`src/hw/smx_defs.svh`:
```
// Offsets, field positions, reset values and codes of the system port mux.
// Assumes inclusion by bare name from the package and the mux module.
`ifndef SMX_DEFS_SVH
`define SMX_DEFS_SVH

// Register byte offsets on the APB slave
`define SMX_OFF_CTRL     8'h00
`define SMX_OFF_STATUS   8'h04
`define SMX_OFF_BPVCNT   8'h08

// Widths and reset values
`define SMX_CTRL_W       15
`define SMX_CTRL_RESET   15'h0000
`define SMX_BPV_W        16
`define SMX_STAT_OVF_BIT 16
`define SMX_FIFO_DEPTH   4

// Synchronised pin indices
`define SMX_PIN_N        6
`define SMX_PIN_TXC      0
`define SMX_PIN_TXFS     1
`define SMX_PIN_TXD      2
`define SMX_PIN_RXC      3
`define SMX_PIN_RXP      4
`define SMX_PIN_RXN      5

// Framing and line mode codes
`define SMX_FRAME_DS3_CBIT 3'b000
`define SMX_FRAME_DS3_M23  3'b001
`define SMX_FRAME_DS3_UFRM 3'b100
`define SMX_LINE_LIU_OFF   3'b000
`define SMX_LINE_JA_TX     3'b010
`define SMX_LINE_JA_RX     3'b011

`endif

```
`src/hw/smx_pkg.sv`:
```
// Types shared by the system port mux and its users.
// Assumes smx_defs.svh is on the include path.
`include "smx_defs.svh"

package smx_pkg;

	// Line coding chosen for one direction
	typedef enum logic [3:0] {
		SMX_LC_B3ZS     = 4'b0001,
		SMX_LC_HDB3     = 4'b0010,
		SMX_LC_AMI      = 4'b0100,
		SMX_LC_UNIPOLAR = 4'b1000
	} smx_line_code_t;

	// Control register layout, lsb first at the bottom
	typedef struct packed {
		logic       pattern_test_enable;
		logic       analog_loopback;
		logic       rx_zero_suppress_disable;
		logic       tx_zero_suppress_disable;
		logic       rx_clock_out_select;
		logic       rx_sync_out_select;
		logic       tx_clock_out_select;
		logic       tx_sync_out_select;
		logic       tx_sync_pin_enable;
		logic [2:0] line_mode_code;
		logic [2:0] framing_mode_code;
	} smx_ctrl_t;

	// Selection handed to the encoder/decoder, line units and attenuator
	typedef struct packed {
		smx_line_code_t tx_code;
		smx_line_code_t rx_code;
		logic           liu_tx_on;
		logic           liu_rx_on;
		logic           ja_in_tx;
		logic           ja_in_rx;
		logic           liu_analog_loop;
		logic           unipolar_line_mode;
	} smx_line_cfg_t;

	// Selection handed to framer, formatter and pattern tester
	typedef struct packed {
		logic [2:0] framing_mode_code;
		logic       framed;
		logic       ds3;
		logic       e3;
		logic       undefined;
		logic       framer_enable;
		logic       pattern_test_enable;
	} smx_frame_cfg_t;

	// Receive line signals toward the decoder
	typedef struct packed {
		logic line_clk;
		logic pos;
		logic neg;
	} smx_rx_line_t;

	// Whole state of the mux module
	typedef struct packed {
		smx_ctrl_t                ctrl;
		logic [31:0]              rdata;
		logic [`SMX_BPV_W-1:0]    bpv_cnt;
		logic                     ovf;
		logic [`SMX_PIN_N-1:0]    s1;
		logic [`SMX_PIN_N-1:0]    s2;
		logic [`SMX_PIN_N-1:0]    s3;
		logic [`SMX_PIN_N-1:0]    filt;
		logic                     tx_den_q;
		logic                     tx_fsync;
		logic                     tx_sync_en;
		logic                     tx_clk;
		logic                     rx_payload;
		logic                     rx_sync_en;
		logic                     rx_clk;
		smx_rx_line_t             rx_line;
		smx_line_cfg_t            line_cfg;
		smx_frame_cfg_t           frame_cfg;
	} smx_state_t;

endpackage

```
`src/hw/smx_fifo.sv`:
```
// Small valid/ready FIFO for the transmit payload bits.
// Assumes one clock, synchronous active-high reset, DEPTH a power of two.
`timescale 1ns/1ps
`default_nettype none

module smx_fifo #(
	parameter int WIDTH = 1,
	parameter int DEPTH = 4
) (
	input  wire logic             sys_clk,
	input  wire logic             rst,
	input  wire logic             in_valid,
	output logic                  in_ready,
	input  wire logic [WIDTH-1:0] in_data,
	output logic                  out_valid,
	input  wire logic             out_ready,
	output logic      [WIDTH-1:0] out_data
);

	localparam int AW = (DEPTH > 1) ? $clog2(DEPTH) : 1;

	// Refuse depths the pointer arithmetic cannot serve
	if (DEPTH < 2 || (DEPTH & (DEPTH - 1)) != 0 || WIDTH < 1) begin : g_bad_param
		$error("smx_fifo: DEPTH must be a power of two >= 2, WIDTH >= 1");
	end

	typedef struct packed {
		logic [DEPTH-1:0][WIDTH-1:0] mem;
		logic [AW:0]                 wptr;
		logic [AW:0]                 rptr;
	} smx_fifo_state_t;

	smx_fifo_state_t st;
	smx_fifo_state_t nxt_st;
	logic [AW:0]     fill;

	// Extra pointer bit tells full from empty
	assign fill      = st.wptr - st.rptr;
	assign in_ready  = (fill != (AW+1)'(DEPTH));
	assign out_valid = (fill != '0);
	assign out_data  = st.mem[st.rptr[AW-1:0]];

	// Push and pop may share a cycle
	always_comb begin
		nxt_st = st;
		if (in_valid && in_ready) begin
			nxt_st.mem[st.wptr[AW-1:0]] = in_data;
			nxt_st.wptr                 = st.wptr + 1'b1;
		end
		if (out_valid && out_ready) begin
			nxt_st.rptr = st.rptr + 1'b1;
		end
	end

	// Pointers cleared on reset, contents left alone
	always_ff @(posedge sys_clk) begin
		if (rst) begin
			st.wptr <= '0;
			st.rptr <= '0;
		end else begin
			st <= nxt_st;
		end
	end

endmodule

`default_nettype wire

```
`src/hw/smx_port_mux.sv`:
```
// System port pin multiplexer with framing and line mode decode.
// Assumes an APB master on sys_clk, line pins far slower than sys_clk,
// and framer, formatter, encoder and line units on sys_clk.
//
// Chosen here: the address map and register access over APB.
`timescale 1ns/1ps
`default_nettype none
`include "smx_defs.svh"

// Function
// - Unused multiplexed input functions feed constant zero inward.
// - Transmit frame-sync input honoured only in framed modes.
// - Transmit sync pin: enable or frame start when framed, high when unframed.
// - Transmit clock gapped by enable only when framed with select zero.
// - Receive sync pin: enable or frame start when framed, high when unframed.
// - Receive clock gapped by enable only when framed with select zero.
// - Decode the framing code into DS3/E3, framed/unframed, undefined.
// - Line coding is decoded from both the framing and line mode codes.
// - Pattern tester may be enabled in every framing mode.
// - Decode line mode into line unit and attenuator selection.
// - Bipolar modes use B3ZS for DS3 and HDB3 for E3.
// - Both zero-suppress disables set give AMI unless unipolar.
// - Unipolar mode counts external pulses on the violation input.
// - Analog loopback needs line units on; with them off the loop is digital.
// - Receive framer input from line unit or pins; transmit from payload pin.
// - Pattern generator replaces transmit payload; enables stay active.
module smx_port_mux #(
	parameter int FIFO_DEPTH = `SMX_FIFO_DEPTH
) (
	input  wire logic                  sys_clk,
	input  wire logic                  rst,
	input  wire logic                  psel,
	input  wire logic                  penable,
	input  wire logic                  pwrite,
	input  wire logic [7:0]            paddr,
	input  wire logic [31:0]           pwdata,
	output logic                       pready,
	output logic      [31:0]           prdata,
	output logic                       pslverr,
	input  wire logic                  tx_line_clock,
	input  wire logic                  tx_frame_sync_in,
	input  wire logic                  tx_serial_payload_in,
	input  wire logic                  rx_line_clock,
	input  wire logic                  rx_positive_rail,
	input  wire logic                  rx_negative_rail,
	output logic                       tx_sync_enable_out,
	output logic                       tx_clock_pin_out,
	output logic                       rx_serial_payload_out,
	output logic                       rx_sync_enable_out,
	output logic                       rx_clock_pin_out,
	input  wire logic                  fmt_data_enable_in,
	input  wire logic                  fmt_frame_start_in,
	output logic                       fmt_frame_sync_out,
	output logic                       fmt_payload_valid,
	input  wire logic                  fmt_payload_ready,
	output logic                       fmt_payload_bit,
	input  wire logic                  pat_payload_bit,
	input  wire logic                  enc_tx_pos,
	input  wire logic                  enc_tx_neg,
	input  wire logic                  liu_rx_clk,
	input  wire logic                  liu_rx_pos,
	input  wire logic                  liu_rx_neg,
	input  wire logic                  dec_bpv_pulse,
	input  wire logic                  frm_data_enable_in,
	input  wire logic                  frm_frame_start_in,
	input  wire logic                  frm_payload_in,
	output smx_pkg::smx_rx_line_t      dec_rx_line,
	output smx_pkg::smx_line_cfg_t     line_cfg,
	output smx_pkg::smx_frame_cfg_t    frame_cfg
);

	// Refuse a FIFO too shallow to absorb the enable lag
	if (FIFO_DEPTH < 2) begin : g_bad_depth
		$error("smx_port_mux: FIFO_DEPTH must be at least 2");
	end

	smx_pkg::smx_state_t st;
	smx_pkg::smx_state_t nxt_st;

	logic fifo_in_ready;
	logic fifo_out_valid;
	logic fifo_out_data;
	logic fifo_push;
	logic fifo_pop_ready;
	logic tx_den_eff;

	// FIFO between the payload pin and the formatter
	smx_fifo #(
		.WIDTH (1),
		.DEPTH (FIFO_DEPTH)
	) u_tx_fifo (
		.sys_clk   (sys_clk),
		.rst       (rst),
		.in_valid  (fifo_push),
		.in_ready  (fifo_in_ready),
		.in_data   (st.filt[`SMX_PIN_TXD]),
		.out_valid (fifo_out_valid),
		.out_ready (fifo_pop_ready),
		.out_data  (fifo_out_data)
	);

	// Enable shown to the system is withheld while the FIFO is full
	assign tx_den_eff = fmt_data_enable_in & fifo_in_ready;

	// pattern replaces payload
	// Serial input is drained and discarded while the tester drives
	assign fifo_pop_ready    = st.ctrl.pattern_test_enable | fmt_payload_ready;
	assign fmt_payload_valid = st.ctrl.pattern_test_enable | fifo_out_valid;
	assign fmt_payload_bit   = st.ctrl.pattern_test_enable ? pat_payload_bit : fifo_out_data;

	// APB answers with no wait state
	assign pready  = psel & penable;
	assign pslverr = psel & penable & ~(paddr == `SMX_OFF_CTRL || paddr == `SMX_OFF_STATUS
		|| paddr == `SMX_OFF_BPVCNT);
	assign prdata  = st.rdata;

	// Registered pin and internal outputs
	assign tx_sync_enable_out    = st.tx_sync_en;
	assign tx_clock_pin_out      = st.tx_clk;
	assign rx_serial_payload_out = st.rx_payload;
	assign rx_sync_enable_out    = st.rx_sync_en;
	assign rx_clock_pin_out      = st.rx_clk;
	assign fmt_frame_sync_out    = st.tx_fsync;
	assign dec_rx_line           = st.rx_line;
	assign line_cfg              = st.line_cfg;
	assign frame_cfg             = st.frame_cfg;

	// Push on each transmit line clock rise; framed modes need the enable
	assign fifo_push = ~st.ctrl.pattern_test_enable
		& ~st.filt[`SMX_PIN_TXC] & st.s3[`SMX_PIN_TXC] & (st.s2[`SMX_PIN_TXC] == st.s3[`SMX_PIN_TXC])
		& (st.ctrl.framing_mode_code[2] | st.tx_den_q);

	// Decode, pin muxing, loopback routing and register file
	always_comb begin
		logic                    framed;
		logic                    undef;
		logic                    ds3;
		logic                    e3;
		logic                    unipolar;
		logic                    liu_on;
		logic                    rx_rise;
		logic                    bpv_event;
		logic                    wr;
		logic                    mapped;
		smx_pkg::smx_line_code_t bip_code;
		logic [31:0]             status;
		framed    = 1'b0;
		undef     = 1'b0;
		ds3       = 1'b0;
		e3        = 1'b0;
		unipolar  = 1'b0;
		liu_on    = 1'b0;
		rx_rise   = 1'b0;
		bpv_event = 1'b0;
		wr        = 1'b0;
		mapped    = 1'b0;
		bip_code  = smx_pkg::SMX_LC_B3ZS;
		status    = '0;
		nxt_st    = st;

		// Three-stage pin capture; a change counts once stages two and three agree
		nxt_st.s1 = {rx_negative_rail, rx_positive_rail, rx_line_clock,
			tx_serial_payload_in, tx_frame_sync_in, tx_line_clock};
		nxt_st.s2 = st.s1;
		nxt_st.s3 = st.s2;
		for (int i = 0; i < `SMX_PIN_N; i++) begin
			if (st.s2[i] == st.s3[i]) begin
				nxt_st.filt[i] = st.s3[i];
			end
		end

		framed = ~st.ctrl.framing_mode_code[2];
		undef  = st.ctrl.framing_mode_code[2] & st.ctrl.framing_mode_code[0];
		ds3    = ~st.ctrl.framing_mode_code[1] & ~undef;
		e3     = st.ctrl.framing_mode_code[1] & ~undef;
		nxt_st.frame_cfg.framing_mode_code = st.ctrl.framing_mode_code;
		nxt_st.frame_cfg.framed            = framed;
		nxt_st.frame_cfg.ds3               = ds3;
		nxt_st.frame_cfg.e3                = e3;
		nxt_st.frame_cfg.undefined         = undef;
		nxt_st.frame_cfg.framer_enable     = ~undef;
		nxt_st.frame_cfg.pattern_test_enable = st.ctrl.pattern_test_enable;

		unipolar = st.ctrl.line_mode_code[2];
		liu_on   = ~unipolar && st.ctrl.line_mode_code != `SMX_LINE_LIU_OFF;
		nxt_st.line_cfg.unipolar_line_mode = unipolar;
		nxt_st.line_cfg.liu_tx_on          = liu_on;
		nxt_st.line_cfg.liu_rx_on          = liu_on;
		nxt_st.line_cfg.ja_in_tx           = st.ctrl.line_mode_code == `SMX_LINE_JA_TX;
		nxt_st.line_cfg.ja_in_rx           = st.ctrl.line_mode_code == `SMX_LINE_JA_RX;
		nxt_st.line_cfg.liu_analog_loop    = st.ctrl.analog_loopback & liu_on;

		bip_code = e3 ? smx_pkg::SMX_LC_HDB3 : smx_pkg::SMX_LC_B3ZS;
		if (unipolar) begin
			nxt_st.line_cfg.tx_code = smx_pkg::SMX_LC_UNIPOLAR;
		end else if (st.ctrl.tx_zero_suppress_disable && st.ctrl.rx_zero_suppress_disable) begin
			nxt_st.line_cfg.tx_code = smx_pkg::SMX_LC_AMI;
		end else begin
			nxt_st.line_cfg.tx_code = bip_code;
		end
		nxt_st.line_cfg.rx_code = nxt_st.line_cfg.tx_code;

		// digital loopback when line units off
		if (liu_on) begin
			nxt_st.rx_line.line_clk = liu_rx_clk;
			nxt_st.rx_line.pos      = liu_rx_pos;
			nxt_st.rx_line.neg      = liu_rx_neg;
		end else if (st.ctrl.analog_loopback) begin
			nxt_st.rx_line.line_clk = nxt_st.filt[`SMX_PIN_TXC];
			nxt_st.rx_line.pos      = enc_tx_pos;
			nxt_st.rx_line.neg      = enc_tx_neg & ~unipolar;
		end else begin
			nxt_st.rx_line.line_clk = nxt_st.filt[`SMX_PIN_RXC];
			nxt_st.rx_line.pos      = nxt_st.filt[`SMX_PIN_RXP];
			// violation pin is no rail in unipolar
			nxt_st.rx_line.neg      = nxt_st.filt[`SMX_PIN_RXN] & ~unipolar;
		end

		nxt_st.tx_fsync = framed & st.ctrl.tx_sync_pin_enable & nxt_st.filt[`SMX_PIN_TXFS];
		nxt_st.tx_den_q = tx_den_eff;

		if (!framed) begin
			nxt_st.tx_sync_en = 1'b1;
		end else begin
			nxt_st.tx_sync_en = st.ctrl.tx_sync_out_select ? fmt_frame_start_in : tx_den_eff;
		end
		if (framed && !st.ctrl.tx_clock_out_select) begin
			nxt_st.tx_clk = nxt_st.filt[`SMX_PIN_TXC] & tx_den_eff;
		end else begin
			nxt_st.tx_clk = nxt_st.filt[`SMX_PIN_TXC];
		end

		nxt_st.rx_payload = frm_payload_in;
		if (!framed) begin
			nxt_st.rx_sync_en = 1'b1;
		end else begin
			nxt_st.rx_sync_en = st.ctrl.rx_sync_out_select ? frm_frame_start_in
				: frm_data_enable_in;
		end
		if (framed && !st.ctrl.rx_clock_out_select) begin
			nxt_st.rx_clk = nxt_st.rx_line.line_clk & frm_data_enable_in;
		end else begin
			nxt_st.rx_clk = nxt_st.rx_line.line_clk;
		end

		rx_rise   = nxt_st.rx_line.line_clk & ~st.rx_line.line_clk;
		bpv_event = unipolar ? (rx_rise & nxt_st.filt[`SMX_PIN_RXN]) : dec_bpv_pulse;

		// Register access; a hardware event beats a clear in the same cycle
		wr     = psel & penable & pwrite;
		mapped = paddr == `SMX_OFF_CTRL || paddr == `SMX_OFF_STATUS
			|| paddr == `SMX_OFF_BPVCNT;
		if (wr && paddr == `SMX_OFF_CTRL) begin
			nxt_st.ctrl = smx_pkg::smx_ctrl_t'(pwdata[`SMX_CTRL_W-1:0]);
		end
		if (wr && paddr == `SMX_OFF_BPVCNT) begin
			nxt_st.bpv_cnt = {{(`SMX_BPV_W-1){1'b0}}, bpv_event};
		end else if (bpv_event && !(&st.bpv_cnt)) begin
			nxt_st.bpv_cnt = st.bpv_cnt + `SMX_BPV_W'(1);
		end
		if (wr && paddr == `SMX_OFF_STATUS && pwdata[`SMX_STAT_OVF_BIT]) begin
			nxt_st.ovf = 1'b0;
		end
		// Unframed modes push with no enable, so a stalled formatter can lose bits
		if (fifo_push && !fifo_in_ready) begin
			nxt_st.ovf = 1'b1;
		end

		// Read data captured in the setup cycle
		status = {15'h0000, st.ovf, st.line_cfg.rx_code, st.line_cfg.tx_code,
			st.line_cfg.ja_in_rx, st.line_cfg.ja_in_tx, st.line_cfg.liu_tx_on,
			st.line_cfg.unipolar_line_mode, st.frame_cfg.undefined, st.frame_cfg.e3,
			st.frame_cfg.ds3, st.frame_cfg.framed};
		if (psel && !penable) begin
			if (!mapped || pwrite) begin
				nxt_st.rdata = 32'h0000_0000;
			end else if (paddr == `SMX_OFF_CTRL) begin
				nxt_st.rdata = {17'h00000, st.ctrl};
			end else if (paddr == `SMX_OFF_STATUS) begin
				nxt_st.rdata = status;
			end else begin
				nxt_st.rdata = {16'h0000, st.bpv_cnt};
			end
		end
	end

	// State register with synchronous reset
	always_ff @(posedge sys_clk) begin
		if (rst) begin
			st      <= '0;
			st.ctrl <= `SMX_CTRL_RESET;
			st.line_cfg.tx_code <= smx_pkg::SMX_LC_B3ZS;
			st.line_cfg.rx_code <= smx_pkg::SMX_LC_B3ZS;
			st.frame_cfg.framed <= 1'b1;
			st.frame_cfg.ds3    <= 1'b1;
			st.frame_cfg.framer_enable <= 1'b1;
			st.tx_sync_en <= 1'b0;
		end else begin
			st <= nxt_st;
		end
	end
endmodule

`default_nettype wire
```
`config.mk`:
```
export PLATFORM = sky130hd
export DESIGN_NAME = smx_port_mux
export DESIGN_NICKNAME = d
export VERILOG_FILES = /design/src/hw/smx_pkg.sv /design/src/hw/smx_fifo.sv /design/src/hw/smx_port_mux.sv
export VERILOG_INCLUDE_DIRS = /design/src /design/src/hw
export SDC_FILE = /design/constraint.sdc
export NUM_CORES = 1
export LEC_CHECK = 0
export BUFFER_PORTS_ARGS = -buffer_cell sky130_fd_sc_hd__buf_2
export CAP_MARGIN = 0
export CORE_UTILIZATION = 30
export DETAILED_ROUTE_END_ITERATION = 10
export PLACE_DENSITY = 0.56
export SYNTH_ARGS = -nofsm -noshare
export SYNTH_HDL_FRONTEND = slang
export SYNTH_SLANG_ARGS = --single-unit
export TNS_END_PERCENT = 10
```
`constraint.sdc`:
```
create_clock -name sys_clk -period 2.75 [get_ports sys_clk]
set_clock_uncertainty 0.05 [all_clocks]
set_input_delay 0.6875 -clock sys_clk [delete_from_list [all_inputs] [get_ports sys_clk]]
set_output_delay 0.6875 -clock sys_clk [all_outputs]
set_load 0.1 [all_outputs]
```
==> flow_metrics.env <==
export IMPL_outcome="finished, final reports clean"
export IMPL_core_um2=15940
export IMPL_ys_ff_latch=110
export IMPL_syn_inst=540
export IMPL_critPathMaxFanout=4
export IMPL_min_from="nxt_st[50]"
export IMPL_fp_dieH_um=130.0
export IMPL_ys_warn_count=0
export IMPL_die_area_um2=16890
export IMPL_drive_above_1_share=0.2375
export IMPL_clock_fmax_ghz=0.3808
export IMPL_drc_errors=0
export IMPL_cts_path_max_buffers=2
export IMPL_synth_simple_area_share=0.2061
export IMPL_regToRegEndpoint="st[71]"
export IMPL_fin_crit_sh=0.9550
export IMPL_power_density_nw_per_um2=647.6
export IMPL_clock_root_buffer="clkbuf_16"
export IMPL_place_area_um2=5329
export IMPL_relSlewSlack=0.5255
export IMPL_wl_per_cell_um=14.34
export IMPL_p_leak_nw=2.236
export IMPL_synth_compound_area_frac=0.1182
export IMPL_crit_buf_inv=2
export IMPL_diodes=0
export IMPL_clk_latency_ps=350
export IMPL_grt_use_total=0.1445
export IMPL_hpwl_um=8988
export IMPL_grt_antenna_before_repair=0
export IMPL_start_util=0.3081
export IMPL_setup_ws_ps=123.9
export IMPL_io_buffer_count=100
export IMPL_required_ps=2010
export IMPL_vdd_drop_max_mv=0.3368
export IMPL_grt_overflow_total=0
export IMPL_first_pass_iters=4
export IMPL_hold_end="nxt_st[44]"
export IMPL_crit_slowest_cell="or3b_4"
export IMPL_grt_max_degree=31
export IMPL_initialDrtViolationCount=120
export IMPL_hold_path_depth=1
export IMPL_cts_sinks=110
export IMPL_drt_wl_total_um=11730
export IMPL_synth_top_family_by_area="simple AND/OR/NAND/NOR gates"
export IMPL_r2r_start="st[58]"
export IMPL_cp_start_kind="flop"
export IMPL_cts_tree="yes"
export IMPL_fin_area_um2=5664
export IMPL_rsz0062_at_grt="no"
export IMPL_final_hold_viol_count=0
export IMPL_path_clk_slew_ps=70
export IMPL_syn2layout_area_growth_pct=15.31
export IMPL_setup_viol=0
export IMPL_synth_seq_area_share=0.4564
export IMPL_crit_chain="inv_1 -> ha_1 -> nor2b_1 -> xnor2_1 -> or3b_4 -> buf_8"
export IMPL_cp_top_family="simple AND/OR/NAND/NOR gates"
export IMPL_vias=3800
export IMPL_gp_congestion=0.8208
export IMPL_final_nets=669
export IMPL_syn_cell_area_um2=4912
export IMPL_cts_setup_buffers=0
export IMPL_cp_end_kind="output pin"
export IMPL_synth_area_per_cell_um2=9.097
export IMPL_vias_per_cell=4.645
export IMPL_synth_edf_count=4
export IMPL_grt_pass1_wl_um=18280
export IMPL_grt_pass1_vias=3537
export IMPL_rows=46
export IMPL_yosys_area_share_xor_xnor=0.008915
export IMPL_pre_cts_slack_ps=247.6
export IMPL_slowest_delay_ps=420
export IMPL_cp_data_arrival_time_ps=1890
export IMPL_ys_flop_type="dfxtp_1"
export IMPL_maxCapViolCount=0
export IMPL_reg2reg_depth=6
export IMPL_cts_buffers=9
export IMPL_hold_slack_ps=386.7
export IMPL_layout_min_cycle_time_ps=2626
export IMPL_cts_max_level=3
export IMPL_r2r_setup_slack_ps=670
export IMPL_synthArstFlopShare=0
export IMPL_final_antenna_net_count=0
export IMPL_critPathKind="reg2out"
export IMPL_synth_cell_types=55
export IMPL_yosys_area_share_adder=0.02649
export IMPL_die_w_um=130.0
export IMPL_slew_viol_final=0
export IMPL_io_pins=132
export IMPL_hold_path_class="reg2reg"
export IMPL_synth_mux_area_fraction=0.05986
export IMPL_worst_pin_slew_ps=705.9
export IMPL_finalSetupTns_ps=0
-- synthesized netlist by cell type (3+ instances only) --
library cell,instances,area share
a211oi_1,4,0.0061
a21oi_1,28,0.029
and2_1,14,0.018
and3_1,4,0.0051
buf_4,61,0.093
clkbuf_1,16,0.012
dfxtp_1,106,0.43
edfxtp_1,4,0.024
ha_1,8,0.020
inv_1,15,0.011
maj3_1,3,0.0061
mux2i_1,26,0.053
nand2_1,40,0.031
nand3_1,8,0.0082
nand4_1,8,0.010
nor2_1,52,0.040
nor2b_1,26,0.033
nor3_1,3,0.0031
o21ai_0,41,0.042
o31ai_1,8,0.012
or3_1,12,0.015
or4_1,11,0.017
xnor2_1,3,0.0053
-- through the flow --
stage | power, mW | cells | util
floorplan | 2.158 | 554 | -
global placement | 2.259 | 802 | 0.3342
detailed placement | 2.263 | 802 | 0.3342
CTS | 3.720 | 818 | 0.3552
global route | 3.830 | 818 | 0.3553
finish | 3.668 | 818 | 0.3553
-- where the power goes --
group	switching [mW]	internal (mW)
sequential	0.0212	1.63
combinational	0.438	0.183
clock	0.592	0.806
total	1.05	2.62
-- worst max-delay path by stage --
stage / startpoint / to / cells after the start
global placement: paddr[1] / prdata[12] / 7
CTS: u_tx_fifo.st[3] / fmt_payload_valid / 6
detailed placement: paddr[1] / prdata[12] / 7
global route: u_tx_fifo.st[3] / fmt_payload_valid / 6
finish: u_tx_fifo.st[3] / fmt_payload_valid / 6
floorplan: u_tx_fifo.st[3] / fmt_payload_valid / 5
-- sequential cells by signal (all words and copies together) (netlist names) --
name and count:
st 40, nxt_st 17, prdata 17, u_tx_fifo.st 10, frame_cfg 9, line_cfg 8, dec_rx_line 3, fmt_frame_sync_out 1
rx_clock_pin_out 1, rx_serial_payload_out 1, rx_sync_enable_out 1, tx_clock_pin_out 1, tx_sync_enable_out 1
-- repair_timing --
action	4_1_cts	5_1_grt
gates resized for setup	4	1
endpoints found under the setup margin	1	1
hold buffers	0	0
-- layout make-up --
cell class	count	area [um2]
clock buffer	10	229.0
clock inverter	6	92.59
fill	1695	10280
inverter	15	56.30
multi-input combinational	348	2137
sequential	110	2243
tap	216	270.3
timing repair buffer	113	635.6
-- logic make-up (layout without fill, tap and decap cells) --
group                      after synthesis  count (layout)
and+or+nand+nor                        191             191
DFF                                    110             110
AOI/OAI and AO/OA                       98              98
buffers and inverters                   96             144
muxes                                   28              28
adders and majority gates               11              11
xor gates and xnor gates                 5               5
other                                    1              15
-- placed cells by master (no fill, tap or decap), types with 2 or more instances in the layout --
cell and n:
dfxtp_1 105, buf_2 98, nor2_1 52, o21ai_0 41, nand2_1 40, a21oi_1 28
mux2i_1 26, nor2b_1 25, inv_1 15, conb_1 15, and2_1 14, or3_1 12
buf_4 12, or4_1 11, clkbuf_16 9, nand3_1 8, nand4_1 8, o31ai_1 8
ha_1 8, and3_1 4, a211oi_1 4, edfxtp_1 4, xnor2_1 3, maj3_1 3
nor3_1 3, xor2_1 2, nor4_2 2, a2bb2oi_2 2, or2_2 2, o211ai_1 2
bufinv_16 2, clkinv_4 2, buf_12 2
-- layer usage --
metal / up-vias / share of wire / track usage
met2: 104 / 0.46 / 0.2331
met5: - / 0 / 0
met3: 13 / 0.060 / 0.04182
met1: 1786 / 0.46 / 0.1840
met4: 0 / 0.014 / 0.04993
li1: 1897 / - / -
Power figures use the tool's default switching activity.
